$ cat src/pkg/bus_matrix_pkg.sv
// constants for the core bus matrix router: region bounds, attributes, timing
// assumes a 32-bit address space and word-only access in the private ranges
package bus_matrix_pkg;
	localparam logic [31:0] IO_BASE      = 32'hd000_0000;
	localparam logic [31:0] IO_LAST      = 32'hdfff_ffff;
	localparam logic [31:0] PRIV_BASE    = 32'he000_0000;
	localparam logic [31:0] PRIV_LAST    = 32'hefff_ffff;
	localparam logic [31:0] CODE_LO_LAST = 32'h3fff_ffff;
	localparam logic [31:0] CODE_HI_BASE = 32'h6000_0000;
	localparam logic [31:0] CODE_HI_LAST = 32'h9fff_ffff;
	localparam logic [31:0] DEV_LO_BASE  = 32'h4000_0000;
	localparam logic [31:0] DEV_LO_LAST  = 32'h5fff_ffff;
	localparam logic [31:0] DEV_HI_BASE  = 32'ha000_0000;
	localparam logic [31:0] DEV_TOP_BASE = 32'hf000_0000;
	localparam logic [2:0]  SIZE_WORD    = 3'h2;
	localparam logic [1:0]  HTRANS_IDLE  = 2'h0;
	localparam logic [1:0]  HTRANS_NSEQ  = 2'h2;
	localparam int          EXT_CYCLES   = 2;
	localparam int          IO_CYCLES    = 1;
	typedef enum logic [1:0] {TGT_EXT, TGT_IO, TGT_PRIV} target_t;
	typedef enum {ST_IDLE, ST_DATA} phase_t;
endpackage

$ cat src/core/region_decode.sv
// shared address decoder: target and default region attributes
// purely combinational; used identically for both requesters
`timescale 1ns/1ps
module region_decode (
	// address in
	input  wire logic                     [31:0] addr_i,
	// decode out
	output bus_matrix_pkg::target_t              target_o,
	output logic                                 code_ok_o,
	output logic                                 device_o,
	output logic                                 word_only_o
);
	always_comb begin
		if (addr_i >= bus_matrix_pkg::PRIV_BASE && addr_i <= bus_matrix_pkg::PRIV_LAST) begin
			target_o = bus_matrix_pkg::TGT_PRIV;
		end else if (addr_i >= bus_matrix_pkg::IO_BASE && addr_i <= bus_matrix_pkg::IO_LAST) begin
			target_o = bus_matrix_pkg::TGT_IO;
		end else begin
			target_o = bus_matrix_pkg::TGT_EXT;
		end
		code_ok_o = (addr_i <= bus_matrix_pkg::CODE_LO_LAST) ||
			(addr_i >= bus_matrix_pkg::CODE_HI_BASE && addr_i <= bus_matrix_pkg::CODE_HI_LAST);
		device_o = (addr_i >= bus_matrix_pkg::DEV_LO_BASE && addr_i <= bus_matrix_pkg::DEV_LO_LAST) ||
			(addr_i >= bus_matrix_pkg::DEV_HI_BASE && addr_i <= bus_matrix_pkg::IO_LAST) ||
			(addr_i >= bus_matrix_pkg::DEV_TOP_BASE);
		word_only_o = (addr_i >= bus_matrix_pkg::IO_BASE && addr_i <= bus_matrix_pkg::PRIV_LAST);
	end
endmodule // region_decode

$ cat src/core/core_bus_matrix_router.sv
// core bus matrix router: arbitrates core and debug access port, routes by address
// assumes zero-wait targets answer as described in the handover; one clock domain
//
// What this block does
// - Core and debug requests are arbitrated and the core always wins a tie.
// - Debug traffic only starts in cycles without a core request; a core request arriving while one is in flight waits.
// - Both requesters share one address decoder, so an address always hits one target.
// - Addresses below the I/O range or above the private range go to the AHB-Lite port.
// - Addresses in the I/O range go to the single-cycle I/O block.
// - Addresses in the private range are served internally and never reach AHB-Lite.
// - In the I/O and private ranges only word accesses are made; others are refused.
// - Default attributes mark code, data and device regions per the fixed map.
// - A fetch from a region that is not code-capable is blocked and raises a hard fault.
// - A protection unit may override the code-capable attribute except in the private range.
// - A single access takes three cycles plus wait states to AHB-Lite, two to private space and one to I/O.
`timescale 1ns/1ps
module core_bus_matrix_router (
	// clock and reset
	input  wire logic        clk_i,
	input  wire logic        reset_n_i,
	input  wire logic        clk_en_i,
	// core request
	input  wire logic        core_req_i,
	input  wire logic        core_fetch_i,
	input  wire logic        core_write_i,
	input  wire logic [2:0]  core_size_i,
	input  wire logic [31:0] core_addr_i,
	input  wire logic [31:0] core_wdata_i,
	output logic             core_done_o,
	output logic [31:0]      core_rdata_o,
	output logic             core_err_o,
	output logic             hard_fault_exception_o,
	// debug access port request
	input  wire logic        debug_access_port_req_i,
	input  wire logic        debug_access_port_write_i,
	input  wire logic [2:0]  debug_access_port_size_i,
	input  wire logic [31:0] debug_access_port_addr_i,
	input  wire logic [31:0] debug_access_port_wdata_i,
	output logic             debug_access_port_done_o,
	output logic [31:0]      debug_access_port_rdata_o,
	output logic             debug_access_port_err_o,
	// protection unit override, ignored in private space
	input  wire logic        memory_protection_unit_en_i,
	input  wire logic        memory_protection_unit_code_ok_i,
	// ahb-lite master
	output logic [31:0]      haddr_o,
	output logic [1:0]       htrans_o,
	output logic             hwrite_o,
	output logic [2:0]       hsize_o,
	output logic [31:0]      hwdata_o,
	input  wire logic [31:0] hrdata_i,
	input  wire logic        hready_i,
	input  wire logic        hresp_i,
	// single-cycle i/o block
	output logic             single_cycle_io_block_sel_o,
	output logic             single_cycle_io_block_write_o,
	output logic [31:0]      single_cycle_io_block_addr_o,
	output logic [31:0]      single_cycle_io_block_wdata_o,
	input  wire logic [31:0] single_cycle_io_block_rdata_i,
	// internal irq controller and debug space
	output logic             system_control_space_sel_o,
	output logic             system_control_space_write_o,
	output logic [31:0]      system_control_space_addr_o,
	output logic [31:0]      system_control_space_wdata_o,
	input  wire logic [31:0] system_control_space_rdata_i
);
	// pending debug request, phase and master of the request in data phase
	logic                    dbg_pend_q, dbg_pend_d;
	logic                    dbg_wr_q, dbg_wr_d;
	logic [2:0]              dbg_size_q, dbg_size_d;
	logic [31:0]             dbg_addr_q, dbg_addr_d;
	logic [31:0]             dbg_wdata_q, dbg_wdata_d;
	bus_matrix_pkg::phase_t  phase_q, phase_d;
	logic                    own_dbg_q, own_dbg_d;
	bus_matrix_pkg::target_t tgt_q, tgt_d;
	logic [31:0]             wdata_q, wdata_d;
	// registered outputs
	logic                    core_done_d, core_err_d, fault_d;
	logic [31:0]             core_rdata_d;
	logic                    dbg_done_d, dbg_err_d;
	logic [31:0]             dbg_rdata_d;
	logic [31:0]             haddr_d;
	logic [1:0]              htrans_d;
	logic                    hwrite_d;
	logic [2:0]              hsize_d;
	logic                    io_sel_d, io_wr_d, scs_sel_d, scs_wr_d;
	logic [31:0]             io_addr_d, scs_addr_d, side_wdata_d;

	// arbitrated request
	logic                    sel_dbg, sel_valid, sel_fetch, sel_wr, code_ok;
	logic [2:0]              sel_size;
	logic [31:0]             sel_addr, sel_wdata;
	bus_matrix_pkg::target_t sel_tgt;
	logic                    sel_code_ok, sel_device, sel_word_only;
	logic                    accept;

	region_decode u_decode (
		.addr_i      (sel_addr),
		.target_o    (sel_tgt),
		.code_ok_o   (sel_code_ok),
		.device_o    (sel_device),
		.word_only_o (sel_word_only)
	);

	always_comb begin
		// one access in flight: a core request held until done must not be taken twice
		accept = (phase_q == bus_matrix_pkg::ST_IDLE) &&
			(htrans_o == bus_matrix_pkg::HTRANS_IDLE) && !system_control_space_sel_o;
		sel_dbg   = !core_req_i && dbg_pend_q;
		sel_valid = core_req_i || dbg_pend_q;
		sel_fetch = core_req_i && core_fetch_i;
		sel_wr    = sel_dbg ? dbg_wr_q : core_write_i;
		sel_size  = sel_dbg ? dbg_size_q : core_size_i;
		sel_addr  = sel_dbg ? dbg_addr_q : core_addr_i;
		sel_wdata = sel_dbg ? dbg_wdata_q : core_wdata_i;
		code_ok = (memory_protection_unit_en_i && sel_tgt != bus_matrix_pkg::TGT_PRIV) ?
			memory_protection_unit_code_ok_i : sel_code_ok;
	end

	always_comb begin
		dbg_pend_d  = dbg_pend_q;
		dbg_wr_d    = dbg_wr_q;
		dbg_size_d  = dbg_size_q;
		dbg_addr_d  = dbg_addr_q;
		dbg_wdata_d = dbg_wdata_q;
		phase_d     = phase_q;
		own_dbg_d   = own_dbg_q;
		tgt_d       = tgt_q;
		wdata_d     = wdata_q;
		core_done_d = 1'b0;
		core_err_d  = 1'b0;
		fault_d     = 1'b0;
		core_rdata_d = core_rdata_o;
		dbg_done_d  = 1'b0;
		dbg_err_d   = 1'b0;
		dbg_rdata_d = debug_access_port_rdata_o;
		haddr_d     = haddr_o;
		htrans_d    = bus_matrix_pkg::HTRANS_IDLE;
		hwrite_d    = hwrite_o;
		hsize_d     = hsize_o;
		io_sel_d    = 1'b0;
		io_wr_d     = 1'b0;
		scs_sel_d   = 1'b0;
		scs_wr_d    = 1'b0;
		io_addr_d   = single_cycle_io_block_addr_o;
		scs_addr_d  = system_control_space_addr_o;
		side_wdata_d = single_cycle_io_block_wdata_o;

		// capture and hold a new debug request whenever none is pending
		if (!dbg_pend_q && debug_access_port_req_i) begin
			dbg_pend_d  = 1'b1;
			dbg_wr_d    = debug_access_port_write_i;
			dbg_size_d  = debug_access_port_size_i;
			dbg_addr_d  = debug_access_port_addr_i;
			dbg_wdata_d = debug_access_port_wdata_i;
		end

		// finish external data phase
		if (phase_q == bus_matrix_pkg::ST_DATA && hready_i) begin
			phase_d = bus_matrix_pkg::ST_IDLE;
			if (own_dbg_q) begin
				dbg_done_d  = 1'b1;
				dbg_err_d   = hresp_i;
				dbg_rdata_d = hrdata_i;
			end else begin
				core_done_d  = 1'b1;
				core_err_d   = hresp_i;
				core_rdata_d = hrdata_i;
			end
		end
		// data phase opens once the slave takes our address phase
		if (htrans_o == bus_matrix_pkg::HTRANS_NSEQ) begin
			if (hready_i) begin
				phase_d = bus_matrix_pkg::ST_DATA;
			end else begin
				htrans_d = bus_matrix_pkg::HTRANS_NSEQ;
			end
		end
		// finish private-space access one cycle after select
		if (system_control_space_sel_o) begin
			if (own_dbg_q) begin
				dbg_done_d  = 1'b1;
				dbg_rdata_d = system_control_space_rdata_i;
			end else begin
				core_done_d  = 1'b1;
				core_rdata_d = system_control_space_rdata_i;
			end
		end

		// debug uses only cycles the core leaves free
		if (sel_valid && accept) begin
			if (sel_dbg) begin
				dbg_pend_d = 1'b0;
			end
			own_dbg_d = sel_dbg;
			tgt_d     = sel_tgt;
			wdata_d   = sel_wdata;
			if (sel_fetch && !code_ok) begin
				core_done_d = 1'b1;
				core_err_d  = 1'b1;
				fault_d     = 1'b1;
			end else if (sel_word_only && sel_size != bus_matrix_pkg::SIZE_WORD) begin
				if (sel_dbg) begin
					dbg_done_d = 1'b1;
					dbg_err_d  = 1'b1;
				end else begin
					core_done_d = 1'b1;
					core_err_d  = 1'b1;
				end
			end else begin
				case (sel_tgt)
					bus_matrix_pkg::TGT_IO: begin
						io_sel_d     = 1'b1;
						io_wr_d      = sel_wr;
						io_addr_d    = sel_addr;
						side_wdata_d = sel_wdata;
						if (sel_dbg) begin
							dbg_done_d  = 1'b1;
							dbg_rdata_d = single_cycle_io_block_rdata_i;
						end else begin
							core_done_d  = 1'b1;
							core_rdata_d = single_cycle_io_block_rdata_i;
						end
					end
					bus_matrix_pkg::TGT_PRIV: begin
						scs_sel_d    = 1'b1;
						scs_wr_d     = sel_wr;
						scs_addr_d   = sel_addr;
						side_wdata_d = sel_wdata;
					end
					default: begin
						htrans_d = bus_matrix_pkg::HTRANS_NSEQ;
						haddr_d  = sel_addr;
						hwrite_d = sel_wr;
						hsize_d  = sel_size;
					end
				endcase
			end
		end
	end

	always_ff @(posedge clk_i or negedge reset_n_i) begin
		if (!reset_n_i) begin
			dbg_pend_q  <= 1'b0;
			dbg_wr_q    <= 1'b0;
			dbg_size_q  <= 3'h0;
			dbg_addr_q  <= 32'h0000_0000;
			dbg_wdata_q <= 32'h0000_0000;
			phase_q     <= bus_matrix_pkg::ST_IDLE;
			own_dbg_q   <= 1'b0;
			tgt_q       <= bus_matrix_pkg::TGT_EXT;
			wdata_q     <= 32'h0000_0000;
			core_done_o <= 1'b0;
			core_err_o  <= 1'b0;
			hard_fault_exception_o <= 1'b0;
			core_rdata_o <= 32'h0000_0000;
			debug_access_port_done_o  <= 1'b0;
			debug_access_port_err_o   <= 1'b0;
			debug_access_port_rdata_o <= 32'h0000_0000;
			haddr_o     <= 32'h0000_0000;
			htrans_o    <= bus_matrix_pkg::HTRANS_IDLE;
			hwrite_o    <= 1'b0;
			hsize_o     <= 3'h0;
			hwdata_o    <= 32'h0000_0000;
			single_cycle_io_block_sel_o   <= 1'b0;
			single_cycle_io_block_write_o <= 1'b0;
			single_cycle_io_block_addr_o  <= 32'h0000_0000;
			single_cycle_io_block_wdata_o <= 32'h0000_0000;
			system_control_space_sel_o    <= 1'b0;
			system_control_space_write_o  <= 1'b0;
			system_control_space_addr_o   <= 32'h0000_0000;
			system_control_space_wdata_o  <= 32'h0000_0000;
		end else if (clk_en_i) begin
			dbg_pend_q  <= dbg_pend_d;
			dbg_wr_q    <= dbg_wr_d;
			dbg_size_q  <= dbg_size_d;
			dbg_addr_q  <= dbg_addr_d;
			dbg_wdata_q <= dbg_wdata_d;
			phase_q     <= phase_d;
			own_dbg_q   <= own_dbg_d;
			tgt_q       <= tgt_d;
			wdata_q     <= wdata_d;
			core_done_o <= core_done_d;
			core_err_o  <= core_err_d;
			hard_fault_exception_o <= fault_d;
			core_rdata_o <= core_rdata_d;
			debug_access_port_done_o  <= dbg_done_d;
			debug_access_port_err_o   <= dbg_err_d;
			debug_access_port_rdata_o <= dbg_rdata_d;
			haddr_o     <= haddr_d;
			htrans_o    <= htrans_d;
			hwrite_o    <= hwrite_d;
			hsize_o     <= hsize_d;
			// write data follows the address phase by one cycle
			if (htrans_o == bus_matrix_pkg::HTRANS_NSEQ && hready_i) begin
				hwdata_o <= wdata_q;
			end
			single_cycle_io_block_sel_o   <= io_sel_d;
			single_cycle_io_block_write_o <= io_wr_d;
			single_cycle_io_block_addr_o  <= io_addr_d;
			single_cycle_io_block_wdata_o <= side_wdata_d;
			system_control_space_sel_o    <= scs_sel_d;
			system_control_space_write_o  <= scs_wr_d;
			system_control_space_addr_o   <= scs_addr_d;
			system_control_space_wdata_o  <= side_wdata_d;
		end
	end
endmodule // core_bus_matrix_router

$ cat config.mk
export PLATFORM = sky130hd
export DESIGN_NAME = core_bus_matrix_router
export DESIGN_NICKNAME = d
export VERILOG_FILES = /design/src/pkg/bus_matrix_pkg.sv /design/src/core/region_decode.sv /design/src/core/core_bus_matrix_router.sv
export SDC_FILE = /design/constraint.sdc
export NUM_CORES = 1
export LEC_CHECK = 0
export BUFFER_PORTS_ARGS = -buffer_cell sky130_fd_sc_hd__clkbuf_2
export CORE_AREA = 10 10 193 195
export DETAILED_ROUTE_END_ITERATION = 8
export DIE_AREA = 0 0 203 205
export PLACE_DENSITY = 0.74
export SLEW_MARGIN = 30
export SYNTH_ARGS = -nofsm -noshare
export SYNTH_HDL_FRONTEND = slang
export SYNTH_HIERARCHICAL = 1
export SYNTH_SLANG_ARGS = --single-unit
$ cat constraint.sdc
create_clock -name clk_i -period 11 [get_ports clk_i]
set_input_delay 0.55 -clock clk_i [delete_from_list [all_inputs] [get_ports clk_i]]
set_output_delay 0.55 -clock clk_i [all_outputs]
set_load 0.1 [all_outputs]
==> impl_results.md <==
- Core Box Area: around 33000 um^2
- Slew headroom: about two fifths
- 1st-iter DRT viols: 883
- Max-cap violations: 0
- Clock Tree Buf Depth: 3
- Final setup vio count: 0
- Met3 GRT Util: approximately 8.6%
- Arrival @ worst endpoint: ~5.1 ns
- Busiest grt layer: met2
- Antenna violations before repair: 2
- Synth Area per Inst: ~11 um^2
- Root Buffer: clkbuf_16
- Clk_skew: 0.0139 ns
- Final Hold Slack: between 0.2 and 0.3 ns
- Vias post-DR: roughly 13k
- GRT Total Usage: 24.6%
- Syn_nets: approximately 1.7k
- Clock Latency Late Sink: between 0.5 and 0.6 ns
- CP Class: register to register
- Antenna Nets Post-Route: 0
- Share of post-route cells with drive strength above 1: 39.2%
- H-tree depth: 2
- P&R area growth vs syn: 25.4%
- First-pass GRT wire length: 81000 um
- DIE WIDTH: a little over 200 um
- Fin. max-slew vios: 0
- Multi-input logic area: roughly 5900 um^2
- WL/cell: 22.9 um
- Vias in the first global route: ~14k
- Critical Path Fanout Max: 39
- Minimum clock period: approximately 4.7 ns
- Status: finished clean
- FF/Latch Area: approximately 9300 um^2
- Hold Fails Final Rpt: 0
- Die area: about 42000 um^2
- Met1 usage: between 20 and 30%
- CTS sink count: ~370
- Actual slew at the worst max-slew pin: 0.883 ns
- Number of port buffers: 511
- DRT Wirelength: about 53000 um
- Routability congestion estimate: between 0.8 and 0.9
- Final worst path period share: a little over two fifths
- Num CTS Buffers: just over 40
- Fill count: about 2.8k
- Remaining routing DRC violations: 0
- Worst hold path class: input port to register
- Post-CTS Setup Bufs: 0
- Netlist Area Pre-Place: approximately 16000 um^2
- Io pins: 513
- TNS Setup: 0 ns
- Worst setup EP type: register
- Final HPWL DP: 38700 um
- Vias per cell: between 5 and 6
- Worst EP required: ~11 ns
- Fin nets: ~2.1k
- Syn Inst Count: 1408
- Initial Utilization: 47.8%
- Largest net degree at the start of global routing: between 150 and 200
- Die Y-Extent: a little over 200 um
- Synth warn: 6
- Maximum clock frequency: approximately 0.21 GHz
- Length of the first detailed-routing pass in iterations: 5
- # rows: 67
- Nature of the critical path startpoint: register
- RSZ-0062 raised after global routing: false
- CTS tree: yes
- GR Overflow Total: 0
- M2 GR Usage: roughly two fifths
- Clk slew on worst S/H paths: roughly 0.060 ns
-- cell type report --
cell class	count	share of cell area (%)
diodes	2	0.0251
clock buffers	66	6.23
clock inverters	4	0.138
inverters	14	0.264
multi-input cells	891	29.7
flip-flops and latches	372	46.7
well taps	448	2.81
repair buffers	535	14.1
-- worst max-delay path, cell delays in order, from the launching register on --
cell	delay, ns
dfrtp_1	0.38
nor2b_4	0.66
buf_4	0.46
buf_4	0.65
mux2_2	0.43
o21ai_1	0.45
nand3_1	0.19
nor3_2	0.71
buf_4	0.41
a221o_1	0.21
-- state kept, by name, summed over array words and instances (netlist names), 3 cells and up --
name,count
wdata_q,32
system_control_space_wdata_o,32
hsize_o,3
dbg_addr_q,32
hwdata_o,32
dbg_wdata_q,32
system_control_space_addr_o,32
dbg_size_q,3
core_rdata_o,32
single_cycle_io_block_addr_o,32
haddr_o,32
debug_access_port_rdata_o,32
phase_q,32
-- through the flow --
stage / setup WS [ns] / utilization (%) / std cells / cell area, um^2
2_1_floorplan: 7.24 / - / 1408 / 15900
3_3_place_gp: 6.12 / 55.8 / 2256 / 18600
3_5_place_dp: 6.01 / 55.9 / 2257 / 18600
4_1_cts: 6.26 / 59.7 / 2327 / 19900
5_1_grt: 5.97 / 59.9 / 2331 / 19900
6_report: 6.34 / 59.9 / 2332 / 19900
-- cells in the final DEF, fill, tap and decap left out, drive strengths merged, types with 4 or more instances in the layout --
cell type,count
clkinv,4
dfrtp,372
nor4,13
inv,14
nand2,181
nor2,80
nand3,7
buf,24
or3,32
mux2,102
o21ai,136
nor2b,5
a221o,61
clkbuf,576
a31oi,4
and2,33
nor3,4
a21oi,101
mux2i,70
nand4,4
a22oi,30
-- final timing paths --
path / slack (ns) / endpoint / depth (start not counted) / start
max in group asynchronous: 8.87 / haddr_o[7] / 5 / reset_n_i
max reg2reg: 6.34 / debug_access_port_rdata_o[7] / 9 / dbg_pend_q
max: 6.34 / debug_access_port_rdata_o[7] / 9 / dbg_pend_q
min: 0.26 / dbg_addr_q[8] / 2 / debug_access_port_addr_i[8]
min in group asynchronous: 0.48 / dbg_addr_q[8] / 2 / reset_n_i
min reg2reg: 0.48 / system_control_space_addr_o[25] / 2 / system_control_space_addr_o[25]
-- metal layers --
metal / share of wire, % / up-vias
met5: 0 / -
met4: 2.8 / 0
met3: 11 / 85
met2: 49 / 667
met1: 37 / 6417
li1: - / 5846
-- what timing repair did --
action                                  CTS  global route
resized for setup                         0             0
endpoints found under the hold margin     0            36
hold buffers                              0             1
endpoints found under the setup margin    0             0
Power is left out: the tool's default activity adds up to more than one toggle a clock period on the data nets, which glitch-free logic cannot reach.
